File: config.mk
export PLATFORM = sky130hd
export DESIGN_NAME = io_fallback_fault_supervisor
export DESIGN_NICKNAME = d
export VERILOG_FILES = /design/src/design/io_fallback_pkg.sv /design/src/design/io_fallback_fault_supervisor.sv
export VERILOG_INCLUDE_DIRS = /design/src /design/src/design
export SDC_FILE = /design/constraint.sdc
export NUM_CORES = 1
export LEC_CHECK = 0
export BUFFER_PORTS_ARGS = -buffer_cell sky130_fd_sc_hd__buf_2
export CAP_MARGIN = 10
export CORE_MARGIN = 8
export CORE_UTILIZATION = 32
export CTS_CLUSTER_DIAMETER = 150
export DETAILED_ROUTE_END_ITERATION = 8
export GPL_ROUTABILITY_DRIVEN = 0
export SLEW_MARGIN = 20
export SYNTH_ARGS = -nofsm -noshare
export SYNTH_HDL_FRONTEND = slang
export SYNTH_SLANG_ARGS = --single-unit
File: constraint.sdc
create_clock -name ref_clk -period 5 [get_ports ref_clk]
set_clock_uncertainty 0.1 [all_clocks]
set_input_delay 0.25 -clock ref_clk [delete_from_list [all_inputs] [get_ports ref_clk]]
set_output_delay 0.25 -clock ref_clk [all_outputs]
set_load 0.02 [all_outputs]
File: src/design/io_fallback_consts.svh
/*
 * Register offsets, field positions and reset values of the I/O fault
 * supervisor.
 * Assumes inclusion by bare name from the supervisor sources.
 */
`ifndef IO_FALLBACK_CONSTS_SVH
`define IO_FALLBACK_CONSTS_SVH

// ****************************************************************
// global register byte addresses
// ****************************************************************
`define IOF_CTRL_ADDR     12'h000
`define IOF_STATUS_ADDR   12'h004
`define IOF_SLOTST_ADDR   12'h008
// slot windows: address bits [11:6] select, [5:4] slot, [3:2] reg
`define IOF_SLOT_SEL      6'h01
`define IOF_S_OUTIMG      2'h0
`define IOF_S_FBCFG       2'h1
`define IOF_S_FORCE       2'h2
`define IOF_S_INPUT       2'h3

// ****************************************************************
// control register bit positions
// ****************************************************************
`define IOF_C_CONFIGURED  0
`define IOF_C_APPRUN      1
`define IOF_C_TASKRUN     2
`define IOF_C_FBSYSBIT    3
`define IOF_C_DEBUGFB     4
`define IOF_C_BREAK       5
`define IOF_C_BLOCKING    6
`define IOF_CTRL_W        7
`define IOF_CTRL_RST      7'h00

// ****************************************************************
// status register bit positions
// ****************************************************************
`define IOF_ST_SYSBIT     0
`define IOF_ST_LAMP       1
`define IOF_ST_EVERRUN    2
`define IOF_ST_TASKEVER   3
`define IOF_ST_RELAY0     4

// slot status: fault bits low, two state bits per slot from here
`define IOF_SS_STATE_LSB  8
// upper field of a slot register starts here
`define IOF_HI_LSB        8
`define IOF_REF_LSB       16

`endif

File: src/design/io_fallback_pkg.sv
/*
 * Types shared by the I/O fault supervisor.
 * Assumes nothing of its surroundings.
 */
package io_fallback_pkg;

    // presence and match state of one module slot
    typedef enum logic [1:0] {
        SLOT_EMPTY = 2'b00,
        SLOT_OK    = 2'b01,
        SLOT_BAD   = 2'b10
    } slotState_t;

endpackage

File: src/design/io_fallback_fault_supervisor.sv
/*
 * I/O fault supervisor: live module removal and reinsertion, input
 * image handling, output safety value, fallback and maintain state,
 * fault indication and alarm relays, with an APB register slave.
 * Assumes module-side pins are asynchronous to ref_clk and quasi-static
 * (type codes settle before presence is seen); APB on ref_clk.
 */
// Chosen here: the register addresses and the APB register port.
// Operation
// - removal raises I/O sysbits and module/channel faults
// - absent discrete inputs read 0 unless forced
// - I/O lamp on once removal detected
// - insertion retried with previous slot configuration
// - same type: channels reused, faults cleared
// - other type: channels ignored, faults kept
// - safety value 0 in listed situations
// - listed stop conditions enter output fallback
// - fallback channel drives configured value, image kept
// - maintain channel holds last driven value
// - fallback selection per channel
// - default fallback behaviour forces zero
// - faulty discrete input reads 0 unless forced
// - other faulty inputs keep last value
// - output computed, sent only to matching module
// - any I/O fault sets sysbits and lamp
// - base relay open while application stopped
// - other relays follow their rack supply
`timescale 1ns/1ps
`include "io_fallback_consts.svh"

module io_fallback_fault_supervisor
    import io_fallback_pkg::*;
#(
    parameter int NSLOT = 4,
    parameter int NCH   = 8,
    parameter int REFW  = 8,
    parameter int NRACK = 2
) (
    // clock and reset
    input  wire logic                  ref_clk,
    input  wire logic                  reset_n,
    // apb slave
    input  wire logic                  psel,
    input  wire logic                  penable,
    input  wire logic                  pwrite,
    input  wire logic [11:0]           paddr,
    input  wire logic [31:0]           pwdata,
    output logic      [31:0]           prdata,
    output logic                       pready,
    output logic                       pslverr,
    // module slots, asynchronous
    input  wire logic [NSLOT-1:0]      modPresent,
    input  wire logic [NSLOT*REFW-1:0] modTypeRef,
    input  wire logic [NSLOT-1:0]      modDiscIn,
    input  wire logic [NSLOT-1:0]      modFault,
    input  wire logic [NSLOT*NCH-1:0]  modChanFault,
    input  wire logic [NSLOT*NCH-1:0]  modInData,
    input  wire logic [NSLOT-1:0]      modCommLoss,
    input  wire logic [NSLOT-1:0]      procCommFault,
    input  wire logic [NSLOT-1:0]      slotPowerOk,
    input  wire logic [NRACK-1:0]      rackSupplyOk,
    // outputs to modules and front panel
    output logic      [NSLOT*NCH-1:0]  modOutData,
    output logic      [NRACK-1:0]      relayClosed,
    output logic                       ioSysBit,
    output logic                       ioLamp
);

    // six single-bit pins per slot, plus type and two channel buses
    localparam int SW = NSLOT*(6+REFW+2*NCH) + NRACK;

    // ****************************************************************
    // pin synchronisers
    // ****************************************************************
    logic [SW-1:0] syncA_r;
    logic [SW-1:0] syncB_r;

    always_ff @(posedge ref_clk or negedge reset_n) begin
        if (!reset_n) begin
            syncA_r <= '0;
            syncB_r <= '0;
        end else begin
            syncA_r <= {modPresent, modTypeRef, modDiscIn, modFault,
                        modChanFault, modInData, modCommLoss,
                        procCommFault, slotPowerOk, rackSupplyOk};
            syncB_r <= syncA_r;
        end
    end

    logic [NSLOT-1:0]      presS;
    logic [NSLOT*REFW-1:0] refS;
    logic [NSLOT-1:0]      discS;
    logic [NSLOT-1:0]      mfS;
    logic [NSLOT*NCH-1:0]  cfS;
    logic [NSLOT*NCH-1:0]  inS;
    logic [NSLOT-1:0]      clS;
    logic [NSLOT-1:0]      pcfS;
    logic [NSLOT-1:0]      spS;
    logic [NRACK-1:0]      rackS;

    assign {presS, refS, discS, mfS, cfS, inS, clS, pcfS, spS, rackS}
        = syncB_r;

    // ****************************************************************
    // apb decode and control register
    // ****************************************************************
    logic                 wrEn;
    logic                 slotHit;
    logic [1:0]           slotIdx;
    logic [1:0]           slotReg;
    logic                 mapped;
    logic [`IOF_CTRL_W-1:0] ctrl_r;
    logic [31:0]          prdata_r;
    logic [31:0]          rdMux;

    assign pready  = 1'b1;
    assign wrEn    = psel & penable & pwrite;
    assign slotHit = (paddr[11:6] == `IOF_SLOT_SEL);
    assign slotIdx = paddr[5:4];
    assign slotReg = paddr[3:2];
    assign mapped  = slotHit || paddr == `IOF_CTRL_ADDR ||
                     paddr == `IOF_STATUS_ADDR ||
                     paddr == `IOF_SLOTST_ADDR;
    // unmapped access answers with an error, zero wait states
    assign pslverr = psel & penable & ~mapped;
    assign prdata  = prdata_r;

    always_ff @(posedge ref_clk or negedge reset_n) begin
        if (!reset_n) begin
            ctrl_r <= `IOF_CTRL_RST;
        end else if (wrEn && paddr == `IOF_CTRL_ADDR) begin
            ctrl_r <= pwdata[`IOF_CTRL_W-1:0];
        end
    end

    logic configured;
    logic appRun;
    logic taskRun;
    logic blocking;
    logic stopCause;

    assign configured = ctrl_r[`IOF_C_CONFIGURED];
    assign appRun     = ctrl_r[`IOF_C_APPRUN];
    assign taskRun    = ctrl_r[`IOF_C_TASKRUN];
    assign blocking   = ctrl_r[`IOF_C_BLOCKING];
    assign stopCause  = ~appRun | blocking | ~taskRun |
                        ctrl_r[`IOF_C_BREAK] | ctrl_r[`IOF_C_FBSYSBIT] |
                        ctrl_r[`IOF_C_DEBUGFB];

    // ****************************************************************
    // run history
    // ****************************************************************
    logic everRun_r;
    logic taskEver_r;

    // history forgotten when configuration is withdrawn
    always_ff @(posedge ref_clk or negedge reset_n) begin
        if (!reset_n) begin
            everRun_r  <= 1'b0;
            taskEver_r <= 1'b0;
        end else if (!configured) begin
            everRun_r  <= 1'b0;
            taskEver_r <= 1'b0;
        end else begin
            everRun_r  <= everRun_r | appRun;
            taskEver_r <= taskEver_r | (appRun & taskRun);
        end
    end

    // ****************************************************************
    // per-slot state, registers and channels
    // ****************************************************************
    slotState_t                  slotState_r [NSLOT];
    logic [NSLOT-1:0]            slotFault;
    logic [NSLOT-1:0]            safeS;
    logic [NSLOT-1:0]            fbS;
    logic [NSLOT-1:0][NCH-1:0]   outImg_r;
    logic [NSLOT-1:0][NCH-1:0]   fbVal_r;
    logic [NSLOT-1:0][NCH-1:0]   fbMaint_r;
    logic [NSLOT-1:0][NCH-1:0]   forceVal_r;
    logic [NSLOT-1:0][NCH-1:0]   forceEn_r;
    logic [NSLOT-1:0][NCH-1:0]   inImg_r;
    logic [NSLOT-1:0][NCH-1:0]   out_r;
    logic [NSLOT-1:0][REFW-1:0]  refStore_r;
    logic [NSLOT-1:0]            refValid_r;

    for (genvar s = 0; s < NSLOT; s++) begin : g_slot
        logic [REFW-1:0] refNow;
        logic            wrSlot;
        slotState_t      stNxt;

        assign refNow = refS[s*REFW +: REFW];
        assign wrSlot = wrEn && slotHit && slotIdx == 2'(s);

        // fallback to zero out of reset
        always_ff @(posedge ref_clk or negedge reset_n) begin
            if (!reset_n) begin
                outImg_r[s]   <= '0;
                fbVal_r[s]    <= '0;
                fbMaint_r[s]  <= '0;
                forceVal_r[s] <= '0;
                forceEn_r[s]  <= '0;
            end else if (wrSlot) begin
                unique case (slotReg)
                    `IOF_S_OUTIMG: begin
                        outImg_r[s] <= pwdata[NCH-1:0];
                    end
                    `IOF_S_FBCFG: begin
                        fbVal_r[s]   <= pwdata[NCH-1:0];
                        fbMaint_r[s] <= pwdata[`IOF_HI_LSB +: NCH];
                    end
                    `IOF_S_FORCE: begin
                        forceVal_r[s] <= pwdata[NCH-1:0];
                        forceEn_r[s]  <= pwdata[`IOF_HI_LSB +: NCH];
                    end
                    `IOF_S_INPUT: begin
                    end
                endcase
            end
        end

        // reinsertion checked against the stored type
        always_comb begin
            stNxt = slotState_r[s];
            unique case (slotState_r[s])
                SLOT_EMPTY: begin
                    if (presS[s]) begin
                        stNxt = (!refValid_r[s] ||
                                 refNow == refStore_r[s])
                                ? SLOT_OK : SLOT_BAD;
                    end
                end
                SLOT_OK, SLOT_BAD: begin
                    // removal drops the slot to empty
                    if (!presS[s]) begin
                        stNxt = SLOT_EMPTY;
                    end
                end
                default: stNxt = SLOT_EMPTY;
            endcase
        end

        always_ff @(posedge ref_clk or negedge reset_n) begin
            if (!reset_n) begin
                slotState_r[s] <= SLOT_EMPTY;
                refStore_r[s]  <= '0;
                refValid_r[s]  <= 1'b0;
            end else begin
                slotState_r[s] <= stNxt;
                // first module seen defines the slot configuration
                if (presS[s] && !refValid_r[s]) begin
                    refStore_r[s] <= refNow;
                    refValid_r[s] <= 1'b1;
                end
            end
        end

        assign slotFault[s] = slotState_r[s] != SLOT_OK | mfS[s] |
                              pcfS[s] | (|cfS[s*NCH +: NCH]);
        assign safeS[s] = ~configured | ~everRun_r | ~taskEver_r |
                          ~spS[s] | slotState_r[s] != SLOT_OK;
        assign fbS[s] = stopCause | clS[s];

        for (genvar c = 0; c < NCH; c++) begin : g_ch
            logic chFault;
            logic inNxt;
            logic outNxt;

            assign chFault = cfS[s*NCH + c] | pcfS[s] |
                             slotState_r[s] != SLOT_OK;

            always_comb begin
                inNxt = inS[s*NCH + c];
                if (forceEn_r[s][c]) begin
                    inNxt = forceVal_r[s][c];
                end else if (chFault) begin
                    inNxt = discS[s] ? 1'b0 : inImg_r[s][c];
                end
            end

            // per channel mode; gated by safe
            always_comb begin
                if (safeS[s]) begin
                    outNxt = 1'b0;
                end else if (fbS[s]) begin
                    outNxt = fbMaint_r[s][c] ? out_r[s][c]
                                             : fbVal_r[s][c];
                end else begin
                    outNxt = outImg_r[s][c];
                end
            end

            always_ff @(posedge ref_clk or negedge reset_n) begin
                if (!reset_n) begin
                    inImg_r[s][c] <= 1'b0;
                    out_r[s][c]   <= 1'b0;
                end else begin
                    inImg_r[s][c] <= inNxt;
                    out_r[s][c]   <= outNxt;
                end
            end
        end
    end

    assign modOutData = out_r;

    // ****************************************************************
    // fault indication and alarm relays
    // ****************************************************************
    logic             ioSysBit_r;
    logic             ioLamp_r;
    logic [NRACK-1:0] relay_r;

    // lamp and sysbits follow any slot fault
    always_ff @(posedge ref_clk or negedge reset_n) begin
        if (!reset_n) begin
            ioSysBit_r <= 1'b0;
            ioLamp_r   <= 1'b0;
        end else begin
            ioSysBit_r <= |slotFault;
            ioLamp_r   <= |slotFault;
        end
    end

    // base rack open unless app and task run without break or blocking; others follow supply
    always_ff @(posedge ref_clk or negedge reset_n) begin
        if (!reset_n) begin
            relay_r <= '0;
        end else begin
            relay_r    <= rackS;
            relay_r[0] <= appRun & taskRun & ~blocking &
                          ~ctrl_r[`IOF_C_BREAK];
        end
    end

    assign ioSysBit    = ioSysBit_r;
    assign ioLamp      = ioLamp_r;
    assign relayClosed = relay_r;

    // ****************************************************************
    // read data, sampled in the setup cycle
    // ****************************************************************
    always_comb begin
        rdMux = '0;
        if (paddr == `IOF_CTRL_ADDR) begin
            rdMux[`IOF_CTRL_W-1:0] = ctrl_r;
        end else if (paddr == `IOF_STATUS_ADDR) begin
            rdMux[`IOF_ST_SYSBIT]   = ioSysBit_r;
            rdMux[`IOF_ST_LAMP]     = ioLamp_r;
            rdMux[`IOF_ST_EVERRUN]  = everRun_r;
            rdMux[`IOF_ST_TASKEVER] = taskEver_r;
            rdMux[`IOF_ST_RELAY0]   = relay_r[0];
        end else if (paddr == `IOF_SLOTST_ADDR) begin
            rdMux[NSLOT-1:0] = slotFault;
            for (int i = 0; i < NSLOT; i++) begin
                rdMux[`IOF_SS_STATE_LSB + 2*i +: 2] = slotState_r[i];
            end
        end else if (slotHit) begin
            unique case (slotReg)
                `IOF_S_OUTIMG: rdMux[NCH-1:0] = outImg_r[slotIdx];
                `IOF_S_FBCFG: begin
                    rdMux[NCH-1:0] = fbVal_r[slotIdx];
                    rdMux[`IOF_HI_LSB +: NCH] = fbMaint_r[slotIdx];
                end
                `IOF_S_FORCE: begin
                    rdMux[NCH-1:0] = forceVal_r[slotIdx];
                    rdMux[`IOF_HI_LSB +: NCH] = forceEn_r[slotIdx];
                end
                `IOF_S_INPUT: begin
                    rdMux[NCH-1:0] = inImg_r[slotIdx];
                    rdMux[`IOF_HI_LSB +: NCH] =
                        cfS[slotIdx*NCH +: NCH];
                    rdMux[`IOF_REF_LSB +: REFW] = refStore_r[slotIdx];
                end
            endcase
        end
    end

    always_ff @(posedge ref_clk or negedge reset_n) begin
        if (!reset_n) begin
            prdata_r <= '0;
        end else if (psel && !penable) begin
            prdata_r <= rdMux;
        end
    end
endmodule

# Word level (Yosys, flattened, before mapping)

Cells that the tools add are included.

Bits in registers: 548
Bits of input ports: 171
Output and inout port bits: 70

Order comparisons: 1
Eq/ne operators: 97
Shift-type cells: 1
Multiplexer cells: 208
Bitwise gates (word level): 115
Reductions and logical operators: 55

Operator list:

| kind                                                              | number |
|---|---|
| 3-bit inequality test (second input constant)                     | 64 |
| 1-bit two-way mux                                                 | 166 |
| 8-bit binary-select mux with 2-bit select                         | 7 |
| 1-bit bitwise OR                                                  | 97 |
| 8-bit two-way mux                                                 | 10 |
| 8-bit == test                                                     | 4 |
| 8-bit case mux with 4 select lines                                | 1 |
| 2-bit AND reduction                                               | 16 |
| 8-bit OR reduction                                                | 4 |
| 32-bit by 6-bit indexed part select with 8-bit output             | 1 |
| 2-bit two-way mux                                                 | 12 |
| 24-bit two-way mux                                                | 1 |
| 8-bit case mux with 3 select lines                                | 1 |
| 19-bit two-way mux                                                | 1 |
| 17-bit two-way mux                                                | 1 |
| 2-bit == test (second input constant)                             | 8 |
| 2-bit inequality test (second input constant)                     | 8 |
| 2-bit case mux with 2 select lines                                | 4 |
| 12-bit by 3-bit == test with 1-bit output (second input constant) | 1 |
| 12-bit by 4-bit == test with 1-bit output (second input constant) | 1 |
| 2-bit by 1-bit == test with 1-bit output (second input constant)  | 6 |
| 12-bit zero test                                                  | 1 |
| 2-bit zero test                                                   | 6 |
| 1-bit NOT                                                         | 12 |
| other kinds (12)                                                  | 44 |

# Depth between registers and ports, before layout

Depth in word-level cells: 9
Depth in mapped cells: 8
Mapped depth without buffers: 7

# Worst setup path after synthesis

No wires, ideal clock.

Path type: input to register
From: in paddr[9]
To: reg outImg_r[24] (netlist bit)
Data arrival time: 2.156 ns
Required time: 4.775 ns
Path slack: 2.619 ns
Cell stages on the path: 6
Buffers on the path: 1
Cells stage by stage: or4_4 nor3b_4 and3_1 and3_1 buf_4 mux2_2

Cells in the longest elaborated chain, start to end: 4

Ends and longest elaborated chain:

| element                                                   | RTL line                            | text |
|---|---|---|
| start, declared                                           | io_fallback_fault_supervisor.sv:46  | `input wire logic [11:0] paddr,` |
| 6-bit by 1-bit == test with 1-bit output (no source line) | -                                   |  |
| 1-bit logical AND (2 in series)                           | io_fallback_fault_supervisor.sv:193 | `assign wrSlot = wrEn && slotHit && slotIdx == 2'(s);` |
| 2-bit AND reduction (no source line)                      | -                                   |  |
| end signal, assigned by index                             | io_fallback_fault_supervisor.sv:206 | `outImg_r[s] <= pwdata[NCH-1:0];` |
| end, declared                                             | io_fallback_fault_supervisor.sv:177 | `logic [NSLOT-1:0][NCH-1:0] outImg_r;` |

No other way between the ends.
A chain may end at the register's enable or synchronous reset.

# Worst setup path in the final report

From: in paddr[7]
To: reg forceEn_r[28] (netlist bit)

Cells in the longest elaborated chain, start to end: 4

Ends and longest elaborated chain:

| element                                                   | RTL line                            | text |
|---|---|---|
| 6-bit by 1-bit == test with 1-bit output (no source line) | -                                   |  |
| 1-bit logical AND (2 in series)                           | io_fallback_fault_supervisor.sv:193 |  |
| 2-bit AND reduction (no source line)                      | -                                   |  |
| end signal, assigned by index                             | io_fallback_fault_supervisor.sv:214 | `` forceEn_r[s] <= pwdata[`IOF_HI_LSB +: NCH]; `` |
| end, declared                                             | io_fallback_fault_supervisor.sv:181 | `logic [NSLOT-1:0][NCH-1:0] forceEn_r;` |

No other way between the ends.

==> flow_summary.ini <==
[logic_synthesis]
yosys.area.top_type = dfrtp_1
yosysUniqueCellTypes = 56
ys.flop_type = dfrtp_1
yosysSeqAreaShare_pct = 64.0
syn_area_um2 = 21400
synth_top_cell_area_share_pct = 64.0
synth_area_leaders = dfrtp_1 64%, mux2_2 10%, mux4_2 5.5%
synthTopCellsByCount = 546 x dfrtp_1, 197 x mux2_2, 77 x nor2_1, 67 x mux2i_1, 63 x a211oi_1
async_flop_share_pct = 100
synth.most_common_cell = dfrtp_1
synthCells = 1465
yosysWarnings = 0
synth-seq-cells = 546
avgSynthCellArea_um2 = 14.6
synth-edff-count = 0

[sta]
slew_violations = 0
tightest_slew_ns = 0.913
max_freq_mhz = 359
fin_crit_sh_pct = 55.6
fin_setup_tns_ns = 0
hold_violations = 0
rsz0062_at_grt = false
setup_viol = 0
period_minus_slack_ns = 2.78
slew_headroom_pct = 39.0
holdWs_ns = 0.0602

[placed_design]
place_area_um2 = 23300
numPortBuffers = 214
hpwl_mm = 43.5

[power]
p_comb_share_pct = 6.5
pwr-share-seq_pct = 49.3
p_clk_share_pct = 44.2
power.density_nw_per_um2 = 359
vdd_drop_max_mv = 0.264
swShare_pct = 23.4
p_switching_mw = 2.23
p_leak_nw = 12.1
p_int_mw = 7.30

[floorplanning]
die_area_um2 = 75300
core-area_um2 = 66000
initial_core_util_pct = 32.4
io-pin-count = 241
die_x_um = 274
num_rows = 94
dieHeight_um = 274

[global_route]
grt-busiest-layer = met2
overflow = 0
grt_use_total_pct = 16.3
grt_pass1_vias = 14676
grt_pass1_wl_mm = 92.6
grt_max_degree = 137
gr-usage-met1_pct = 21.8
use_met3_pct = 3.73
antenna_found_initial = 7
grt_use_met2_pct = 25.9

[hold_path]
hold_class = input pin to register
worstHoldPathCells = 2
min_from = pwdata[6]
whs_endpoint = forceVal_r[22]

[final_layout]
multi_input_area_um2 = 7150
drive_above_1_share_pct = 32.2
final_area_um2 = 26600
register_area_um2 = 13700
n_fill_cell = 6023
final_nets = 1996
final_core_util_pct = 40.2
synthToLayoutAreaGrowth_pct = 24.3

[clock_tree]
cts_tree = done
cts.htree.levels = 2
clock_sinks = 546
postCtsSetupBuffers = 0
clockBufferDepth = 3
cts-resized-gates = 0
path_clk_slew_ns = 0.07
cts_buffers = 55
insertion_delay_ns = 0.62
root_buffer = clkbuf_16

[critical_path]
worstSetupEndpointType = register
worstRegToRegCells = 6
cp.required_ns = 5.37
crit_path_max_fanout = 16
worstReg2RegEnd = ioLamp
worstSetupPathType = input pin to register
worstReg2RegStart = slotState_r[1]
cp-start-kind = input pin
r2r_slack_ns = 2.59
crit_arrival_ns = 3.15

[run]
cap_viol_max_count = 0

[outcome]
outcome = complete, no violations

[routing]
routedWlPerCell_um = 22.6
via_per_inst = 4.95
drtPass1Iterations = 7
drc = 0
ant_nets = 0
drt-initial-drc-count = 1020
wirelength_mm = 61.6
routed-via-count = 13505
-- worst max-delay path by stage --
stage | start | endpoint | cells after the start
2_1_floorplan | paddr[9] | outImg_r[24] | 6
3_3_place_gp | paddr[9] | outImg_r[26] | 7
3_5_place_dp | paddr[9] | outImg_r[26] | 7
4_1_cts | paddr[7] | outImg_r[28] | 7
5_1_grt | paddr[7] | outImg_r[28] | 7
6_report | paddr[7] | forceEn_r[28] | 7
-- worst max-delay path, stage by stage --
cell	delay [ns]
dlygate4sd3_1	0.60
buf_2	0.18
nor3b_4	0.60
buf_4	0.29
nand3_4	0.12
nor2_4	0.69
mux2_2	0.41
-- metrics by stage --
step,std cells,setup slack [ns],total power [mW]
finish,2730,2.22,9.54
global route,2729,2.19,9.92
detailed placement,2487,1.69,5.32
floorplan,1472,2.62,5.01
CTS,2728,2.32,9.65
global placement,2487,1.75,5.29
-- layout by cell type (no fill, tap or decap), drive strengths merged, types with 23 or more instances in the layout --
| master | Yosys | layout |
|---|---|---|
| dfrtp | 546 | 546 |
| buf | 34 | 230 |
| mux2 | 199 | 199 |
| dlygate4sd3 | 0 | 137 |
| nor2 | 83 | 83 |
| clkbuf | 45 | 73 |
| mux2i | 67 | 67 |
| a211oi | 63 | 63 |
| inv | 50 | 54 |
| mux4 | 52 | 52 |
| a21oi | 39 | 39 |
| nor3b | 34 | 34 |
| nand2 | 34 | 34 |
| xnor2 | 24 | 24 |
| nand3 | 23 | 23 |
-- state kept, by name (all words and copies together) (netlist names), 24 cells and up --
name,count
fbMaint_r,32
fbVal_r,32
forceEn_r,32
forceVal_r,32
inImg_r,32
modOutData,32
outImg_r,32
prdata,24
refStore_r,32
syncA_r,121
syncB_r,121
-- cell families after synthesis --
kind of cell	Yosys count	share of synthesized area (%)
flops	546	64.0
mux	318	19.1
simple gates	256	6.80
compound gates	174	5.60
buf+inv	129	2.69
xor+xnor	32	1.31
fa+ha+maj	8	0.469
other cells	2	0.0352
-- final cells by class --
cell class,instances,area share (%)
multi-input combinational,797,26.9
inverter,50,0.707
timing repair buffer,367,9.80
sequential,546,51.5
tap,864,4.07
clock buffer,73,5.81
antenna,2,0.0188
clock inverter,31,1.22
-- per-layer routing --
metal	vias up	part of all wire, %
li1	5950	-
met3	117	6.2
met2	415	47
met1	7019	43
met5	-	0.044
met4	4	3.7
-- power by group through the flow --
stage	registers [mW]	clock network (mW)	logic [mW]
6_report	4.70	4.21	0.622
2_1_floorplan	4.73	0	0.289
4_1_cts	4.70	4.32	0.630
3_5_place_dp	4.78	0	0.541
5_1_grt	4.71	4.52	0.685
3_3_place_gp	4.77	0	0.520
-- what timing repair did --
action                                  CTS  global route
endpoints found under the setup margin    0             0
endpoints found under the hold margin   341             0
hold buffers                            137             0
No activity file was read; power rests on OpenSTA's default activity.
